<file path="src/shared/cmp_pkg.sv">
// Purpose: Shared constants and carriers for the comparator change block.
// Assumes: Byte-wide register port with one-cycle strobes.
// Notes:   Register layouts are packed structs so bit positions live here.
package cmp_pkg;

   localparam int NUM_CMP = 2;
   localparam int ADDR_W  = 8;
   localparam int DATA_W  = 8;

   // Register addresses on the byte-wide port.
   localparam logic [ADDR_W-1:0] ADDR_CTRL_ONE  = 8'hac;
   localparam logic [ADDR_W-1:0] ADDR_CTRL_TWO  = 8'had;
   localparam logic [ADDR_W-1:0] ADDR_IEN_ZERO  = 8'ha8;
   localparam logic [ADDR_W-1:0] ADDR_IEN_ONE   = 8'he8;
   localparam logic [ADDR_W-1:0] ADDR_EVT_STAT  = 8'hb0;
   localparam logic [ADDR_W-1:0] ADDR_EVT_MASK  = 8'hb1;

   // Bit positions inside the interrupt enable registers.
   localparam int GLOBAL_EN_BIT = 7;
   localparam int CMP_EN_LSB    = 1;

   // Reset values.
   localparam logic [DATA_W-1:0]  REG_RESET  = 8'h00;
   localparam logic [NUM_CMP-1:0] EVT_RESET  = 2'h0;
   localparam logic [DATA_W-1:0]  READ_ZERO  = 8'h00;

   // Comparator control register layout, bit 7 down to bit 0.
   typedef struct packed {
      logic [1:0] reserved;
      logic       comparator_turn_on;
      logic       positive_input_select;
      logic       negative_input_select;
      logic       result_pin_output_enable;
      logic       synced_comparator_output;
      logic       output_change_flag;
   } ctrl_reg_t;

   // One cycle of the register port.
   typedef struct packed {
      logic [ADDR_W-1:0] addr;
      logic [DATA_W-1:0] wdata;
      logic              wr;
      logic              rd;
   } reg_req_t;

endpackage

</file>
<file path="src/logic/comparator_change_irq.sv">
// Purpose: Change flags, interrupt requests and wake-up for two comparators.
// Assumes: clock_i keeps running in idle and power-down for this block.
// Notes:   Registers sit on a byte port; read data appears one cycle later.
//
// Chosen here: the register addresses and the plain strobed port.
`timescale 1ns/1ps
module comparator_change_irq
   import cmp_pkg::*;
(
   input  wire logic               clock_i,
   input  wire logic               reset_i,
   input  wire logic               ce_i,
   input  wire reg_req_t           req_i,
   input  wire logic [NUM_CMP-1:0] raw_cmp_i,
   input  wire logic               sleep_i,
   output logic [DATA_W-1:0]       rdata_o,
   output logic                    irq_o,
   output logic [NUM_CMP-1:0]      cmp_irq_o,
   output logic                    wake_o,
   output logic [NUM_CMP-1:0]      turn_on_o,
   output logic [NUM_CMP-1:0]      pos_sel_o,
   output logic [NUM_CMP-1:0]      neg_sel_o,
   output logic [NUM_CMP-1:0]      result_pin_o,
   output logic [NUM_CMP-1:0]      result_pin_oe_o
);

   ctrl_reg_t          ctrl_q [NUM_CMP];
   ctrl_reg_t          ctrl_d [NUM_CMP];
   logic [DATA_W-1:0]  interrupt_enable_reg_zero_q;
   logic [DATA_W-1:0]  interrupt_enable_reg_zero_d;
   logic [DATA_W-1:0]  interrupt_enable_reg_one_q;
   logic [DATA_W-1:0]  interrupt_enable_reg_one_d;
   logic [NUM_CMP-1:0] stat_q;
   logic [NUM_CMP-1:0] stat_d;
   logic [NUM_CMP-1:0] mask_q;
   logic [NUM_CMP-1:0] mask_d;
   logic [DATA_W-1:0]  rdata_q;
   logic [DATA_W-1:0]  rdata_d;
   logic               irq_q;
   logic               irq_d;
   logic [NUM_CMP-1:0] req_q;
   logic [NUM_CMP-1:0] req_d;
   logic               wake_q;
   logic               wake_d;
   logic [NUM_CMP-1:0] synced;
   logic [NUM_CMP-1:0] chg;
   logic [NUM_CMP-1:0] ctrl_wr;
   logic [NUM_CMP-1:0] cmp_en;
   logic               global_en;
   logic [ADDR_W-1:0]  ctrl_addr [NUM_CMP];

   assign ctrl_addr[0] = ADDR_CTRL_ONE;
   assign ctrl_addr[1] = ADDR_CTRL_TWO;
   assign cmp_en       = interrupt_enable_reg_one_q[CMP_EN_LSB +: NUM_CMP];
   assign global_en    = interrupt_enable_reg_zero_q[GLOBAL_EN_BIT];

   // One detector per comparator; sleep does not gate detection.
   for (genvar i = 0; i < NUM_CMP; i++) begin : g_cmp
      change_detect u_det (
         .clock_i  (clock_i),
         .reset_i  (reset_i),
         .ce_i     (ce_i),
         .enable_i (ctrl_q[i].comparator_turn_on),
         .raw_i    (raw_cmp_i[i]),
         .synced_o (synced[i]),
         .change_o (chg[i])
      );

      assign ctrl_wr[i] = req_i.wr && (req_i.addr == ctrl_addr[i]);

      // Control register: software fields, live output, sticky flag.
      always_comb begin
         ctrl_d[i] = ctrl_q[i];
         if (ctrl_wr[i]) begin
            ctrl_d[i] = ctrl_reg_t'(req_i.wdata);
            ctrl_d[i].reserved = 2'h0;
         end
         // The output bit is a hardware mirror and ignores writes.
         ctrl_d[i].synced_comparator_output = synced[i];
         // A toggle sets the flag even in the cycle software clears it.
         if (chg[i]) begin
            ctrl_d[i].output_change_flag = 1'b1;
         end
      end

      // The pin follows the synced result; drive follows result_pin_output_enable alone.
      assign turn_on_o[i]       = ctrl_q[i].comparator_turn_on;
      assign pos_sel_o[i]       = ctrl_q[i].positive_input_select;
      assign neg_sel_o[i]       = ctrl_q[i].negative_input_select;
      assign result_pin_o[i]    = ctrl_q[i].synced_comparator_output;
      assign result_pin_oe_o[i] = ctrl_q[i].result_pin_output_enable;
   end

   // Control registers clear to zero and freeze with the clock enable.
   always_ff @(posedge clock_i) begin
      for (int i = 0; i < NUM_CMP; i++) begin
         if (reset_i) begin
            ctrl_q[i] <= ctrl_reg_t'(REG_RESET);
         end else if (ce_i) begin
            ctrl_q[i] <= ctrl_d[i];
         end
      end
   end

   // Enable, status and mask registers, plus the read-back mux.
   always_comb begin
      interrupt_enable_reg_zero_d  = interrupt_enable_reg_zero_q;
      interrupt_enable_reg_one_d  = interrupt_enable_reg_one_q;
      mask_d  = mask_q;
      stat_d  = stat_q;
      rdata_d = READ_ZERO;
      if (req_i.wr) begin
         unique case (req_i.addr)
            ADDR_IEN_ZERO: interrupt_enable_reg_zero_d = req_i.wdata;
            ADDR_IEN_ONE:  interrupt_enable_reg_one_d = req_i.wdata;
            ADDR_EVT_MASK: mask_d = req_i.wdata[NUM_CMP-1:0];
            default:       ;
         endcase
      end
      // Flag bits can be polled at any time without interrupts on.
      if (req_i.rd) begin
         unique case (req_i.addr)
            ADDR_CTRL_ONE: rdata_d = DATA_W'(ctrl_q[0]);
            ADDR_CTRL_TWO: rdata_d = DATA_W'(ctrl_q[1]);
            ADDR_IEN_ZERO: rdata_d = interrupt_enable_reg_zero_q;
            ADDR_IEN_ONE:  rdata_d = interrupt_enable_reg_one_q;
            ADDR_EVT_STAT: rdata_d = DATA_W'(stat_q);
            ADDR_EVT_MASK: rdata_d = DATA_W'(mask_q);
            default:       rdata_d = READ_ZERO;
         endcase
         // Reading the status clears it; new events below still win.
         if (req_i.addr == ADDR_EVT_STAT) begin
            stat_d = EVT_RESET;
         end
      end
      stat_d = stat_d | chg;
   end

   always_ff @(posedge clock_i) begin
      if (reset_i) begin
         interrupt_enable_reg_zero_q  <= REG_RESET;
         interrupt_enable_reg_one_q  <= REG_RESET;
         mask_q  <= EVT_RESET;
         stat_q  <= EVT_RESET;
         rdata_q <= READ_ZERO;
      end else if (ce_i) begin
         interrupt_enable_reg_zero_q  <= interrupt_enable_reg_zero_d;
         interrupt_enable_reg_one_q  <= interrupt_enable_reg_one_d;
         mask_q  <= mask_d;
         stat_q  <= stat_d;
         rdata_q <= rdata_d;
      end
   end

   // Request needs flag, own enable and global enable; it is not cleared
   // when taken, so the handler must drop the flag itself. A wake request
   // is the same condition seen while in a reduced power mode.
   always_comb begin
      for (int i = 0; i < NUM_CMP; i++) begin
         req_d[i] = ctrl_q[i].output_change_flag
                    & cmp_en[i] & global_en;
      end
      wake_d = sleep_i & (|req_d);
      irq_d  = |(stat_d & mask_d);
   end

   // Every output leaves from a flop so the request edge is clean.
   always_ff @(posedge clock_i) begin
      if (reset_i) begin
         req_q  <= EVT_RESET;
         wake_q <= 1'b0;
         irq_q  <= 1'b0;
      end else if (ce_i) begin
         req_q  <= req_d;
         wake_q <= wake_d;
         irq_q  <= irq_d;
      end
   end

   assign rdata_o   = rdata_q;
   assign irq_o     = irq_q;
   assign cmp_irq_o = req_q;
   assign wake_o    = wake_q;

   for (genvar k = 0; k < NUM_CMP; k++) begin : g_chk

   end
endmodule

</file>
<file path="src/logic/change_detect.sv">
// Purpose: Registers one comparator output and flags each toggle.
// Assumes: The analog result is already synchronous to clock_i.
// Notes:   A disabled comparator reads as zero, like the analog core idle.
`timescale 1ns/1ps
module change_detect
   import cmp_pkg::*;
(
   input  wire logic clock_i,
   input  wire logic reset_i,
   input  wire logic ce_i,
   input  wire logic enable_i,
   input  wire logic raw_i,
   output logic      synced_o,
   output logic      change_o
);

   logic sync_q;
   logic sync_d;
   logic prev_q;
   logic prev_d;

   // Output reads zero while off; one means positive above negative.
   always_comb begin
      sync_d = enable_i & raw_i;
      prev_d = sync_q;
   end

   // Both stages freeze together with the clock enable.
   always_ff @(posedge clock_i) begin
      if (reset_i) begin
         sync_q <= 1'b0;
         prev_q <= 1'b0;
      end else if (ce_i) begin
         sync_q <= sync_d;
         prev_q <= prev_d;
      end
   end

   // Compare the synced output with its previous sample.
   assign synced_o = sync_q;
   assign change_o = sync_q ^ prev_q;

endmodule

</file>
<file path="config.mk">
export PLATFORM = sky130hd
export DESIGN_NAME = comparator_change_irq
export DESIGN_NICKNAME = d
export VERILOG_FILES = /design/src/shared/cmp_pkg.sv /design/src/logic/comparator_change_irq.sv /design/src/logic/change_detect.sv
export SDC_FILE = /design/constraint.sdc
export NUM_CORES = 1
export LEC_CHECK = 0
export ABC_AREA = 1
export CAP_MARGIN = 20
export CORE_ASPECT_RATIO = 1.75
export CORE_MARGIN = 2
export CORE_UTILIZATION = 60
export CTS_CLUSTER_SIZE = 14
export DETAILED_ROUTE_END_ITERATION = 8
export DONT_BUFFER_PORTS = 1
export PLACE_DENSITY = 0.72
export SYNTH_ARGS = -nofsm -noshare
export SYNTH_HDL_FRONTEND = slang
export SYNTH_SLANG_ARGS = --single-unit
</file>
<file path="constraint.sdc">
create_clock -name clock_i -period 3.23 [get_ports clock_i]
set_input_delay 0.323 -clock clock_i [delete_from_list [all_inputs] [get_ports clock_i]]
set_output_delay 0.323 -clock clock_i [all_outputs]
set_load 0.02 [all_outputs]
</file>
-- After elaboration in Yosys (flattened, before gate mapping)
Memories as Yosys holds them, arrays and structs flattened.
Index checks and enable logic that the tools add are counted.
- word-level logic and storage cells: 55
- output and inout bits: 22
- memories: 1
- memory bits (writable): 16
- bits of input ports: 24
- bits in read-only memories: 0
- register bits after elaboration: 36
- latch bits: 0
- memory list (name ; depth ; bits a word ; read ports ; clocked after memory_dff ; wr ports ; line ; RTL):
    ctrl_q ; 2 ; 8 ; 2 ; 0 ; 2 ; comparator_change_irq.sv:27 ; ctrl_reg_t ctrl_q [NUM_CMP];
- multipliers: 0
- reductions and logical operators: 6
- equal/unequal tests: 6
- bitwise operators: 13
- mux-type cells: 17
- $lt $le $gt $ge: 0
- shift operators: 0
- $add $sub $neg: 0
- divide/modulo/power cells: 0
- operator list (cell ; number):
    equality test 8 bit (second input constant) ; 6
    case mux 8 bit (6 select lines) ; 1
    2-to-1 mux 8 bit ; 5
    2-to-1 mux 2 bit ; 4
    bitwise AND 1 bit ; 7
    2-to-1 mux 1 bit ; 7
    AND reduction 3 bit ; 2
    OR reduction 2 bit ; 2
    bitwise AND 2 bit ; 1
    logical AND 1 bit ; 2
    bitwise OR 1 bit ; 2
    bitwise OR 2 bit ; 1
    bitwise XOR 1 bit ; 2

-- Longest topological paths before layout
- depth in word-level cells: 6
- gate-level depth with buffers: 10
- depth with buffers taken out: 9

-- By module
Synthesis repeated with hierarchy kept, for this count alone.
- cell total of the unflattened synthesis: 318
- area total of the unflattened synthesis: 2396.0 um2
- modules (own cells, without submodules) (module ; cells each ; times used ; sequential area each (um2) ; area each (um2)):
    comparator_change_irq ; 296 ; 1 ; 1001.0 ; 2223.4
    change_detect ; 11 ; 2 ; 40.0 ; 86.3

-- Least setup slack after synthesis
No wires, ideal clock.
- kind: input to register
- start point: input port req_i[16] (netlist bit)
- end point: memory ctrl_q[0][2] (netlist bit), enable pin
- setup time: 0.307 ns
- slack: 1.781 ns
- data required time: 2.923 ns
- data arrival time: 1.142 ns
- path buffers: 1
- stages: 8
- path through: inv_1 nand2_1 nor2_2 buf_4 nand2_2 nor2_1 nand2_1 nand2_1
- RTL lines (item ; line ; RTL):
    from (decl) ; comparator_change_irq.sv:13 ; input wire reg_req_t req_i,
    to (decl) ; comparator_change_irq.sv:27 ;

==> reports/metrics.csv <==
metric,value,unit
fin_crit,1580,ps
wl,5340,um
skew,10.2,ps
cts_buffer_depth,2,
first_pass_iters,4,
clk_latency,300,ps
fp-row-count,30,
hpwlAfterDp,4140,um
synth_cell_type_count,22,
vias,1951,
cts_buffers,5,
crit_type,in -> reg,
coreArea,3790,um^2
grt_max_degree,20,
tns,0,ps
ir_worst_vdd,0.000406,V
power_density,471,nW/um^2
instances_no_fill,351,
wl_per_cell,15.2,um
dieArea,4410,um^2
synth.cell_area,2330,um^2
drt-initial-drc-count,75,
cts_root_buf,clkbuf_8,
area_growth,1.99,%
antenna_found_initial,0,
synth_nets,336,
die_h,86.4,um
crit_top_cell,nand2_1,
p_leak,0.988,nW
fmax,633,MHz
cts_resized,0,
worst_pin_slew,520,ps
status,"complete, no violations",
max_stage_delay,390,ps
gp_congestion,0.852,
grt_remaining_overflow,0,
die_w,51.1,um
slew_violations,0,
finalCritPeriodShare,48.9,%
min_path_type,in -> reg,
setup_violations,0,
design_area,2370,um^2
postCtsHoldBufs,0,
port_buffers,0,
final_layout_size_suffix_gt1_share,9.24,%
layout_commonest_cell,nand2_1,
drtAntennaViolNets,0,
dpl_cell_area,2270,um^2
cts_tree,yes,
startpoint_type,input pin,
post-place-cells,343,
ctsHtreeMaxLevel,2,
fin_nets,326,
synthCells,312,
critical_path_required,3230,ps
cp.arrival,1580,ps
maxCapViolations,0,
cp_slowest_cell,nor2_2,
rsz0062_at_grt,no,
clock-sinks,48,
final_cell_mix,"nand2_1, nand3_1, dfxtp_1",
end_kind,flop,
maxSlewHeadroom,65.3,%
post-route-drc-count,0,
ys_ff_latch,48,
grt_pass1_vias,1931,
grt_pass1_wl,8710,um
fin_total_pwr,1.12,mW
cts.clk_slew.worst_paths,90,ps
grt.total_usage,26.5,%
io_pins,46,
worstPathCellList,inv_1 > nand2_1 > nor2_2 > buf_4 > nand2_2 > nor2_1 > nand2_1 > nand2_1,
finalHoldViolations,0,
syn_area_per_cell,7.46,um^2
n_antenna_cell,0,
viasPerCell,5.56,
start_util,61.4,%
ys.warnings.count,0,
cts_setup_buffers,0,
cp_max_fo,12,
ys_seq_area_share,46.5,%
-- kinds of logic after synthesis --
| logic type | share of synthesized area [%] |
|---|---|
| flops | 46.5 |
| buf+inv | 9.89 |
| xor+xnor | 0.753 |
| compound gates | 6.45 |
| simple gates | 36.5 |
-- layout make-up --
type	count	area [um^2]
fill	370	1420
sequential	48	1080
multi-input combinational	220	1020
inverter	25	93.8
clock buffer	6	72.6
tap	48	60.1
clock inverter	2	35.0
timing repair buffer	2	15.0
-- final timing paths --
kind / start / slack (ps) / depth (start not counted) / end
worst min register to register: interrupt_enable_reg_zero_q[6] / 450 / 2 / interrupt_enable_reg_zero_q[6]
worst max-delay path: req_i[16] / 1650 / 8 / ctrl_q[0][3]
worst min-delay path: reset_i / 80 / 1 / interrupt_enable_reg_one_q[1]
worst max register to register: g_cmp[0].u_det.synced_o / 2150 / 4 / ctrl_q[0][0]
-- critical path, delay by kind of cell --
family                 cells  cell delay (ps)
and+or+nand+nor            6              970
buffers and inverters      2              290
-- per-layer routing --
layer	global-route usage [%]	share of wire, %
met5	0	0
met1	29.0	39
met2	47.3	53
met4	11.8	2.8
met3	6.21	5.2
-- state kept, by name, summed over array words and instances (netlist names), 8 cells and up --
name,cells
interrupt_enable_reg_zero_q,8
ctrl_q,12
rdata_o,8
interrupt_enable_reg_one_q,8
-- cells in the mapped netlist --
cell type	number	area [um^2]
nor2_1	18	67.6
nand2_1	91	342
o21ai_1	2	10.0
nor2_2	6	37.5
inv_2	4	15.0
and2_4	1	8.76
dfxtp_1	36	721
nand3_1	59	295
clkbuf_1	1	3.75
nor2_4	2	22.5
buf_6	2	22.5
buf_2	4	20.0
a32o_1	1	10.0
nand4_1	6	37.5
buf_4	12	90.1
edfxtp_1	12	360
inv_1	20	75.1
o21ai_0	10	50.1
xnor2_1	2	17.5
clkinv_1	1	3.75
a21oi_1	16	80.1
nand2_2	6	37.5
-- power breakdown --
part / leakage (nW) / internal [mW] / switching [mW]
combinational: 0.523 / 0.0131 / 0.0396
sequential: 0.411 / 0.626 / 0.0186
clock: 0.0552 / 0.230 / 0.190
-- through the flow --
stage / worst slack [ps] / hold slack [ps] / utilization, %
after floorplan: 1780 / 425 / -
after global placement: 1400 / 396 / 59.8
after detailed placement: 1360 / 398 / 59.8
after CTS: 1670 / 78.2 / 62.6
after global routing: 1480 / 69.8 / 62.6
final: 1650 / 83.7 / 62.6
Power figures use the tool's default switching activity.
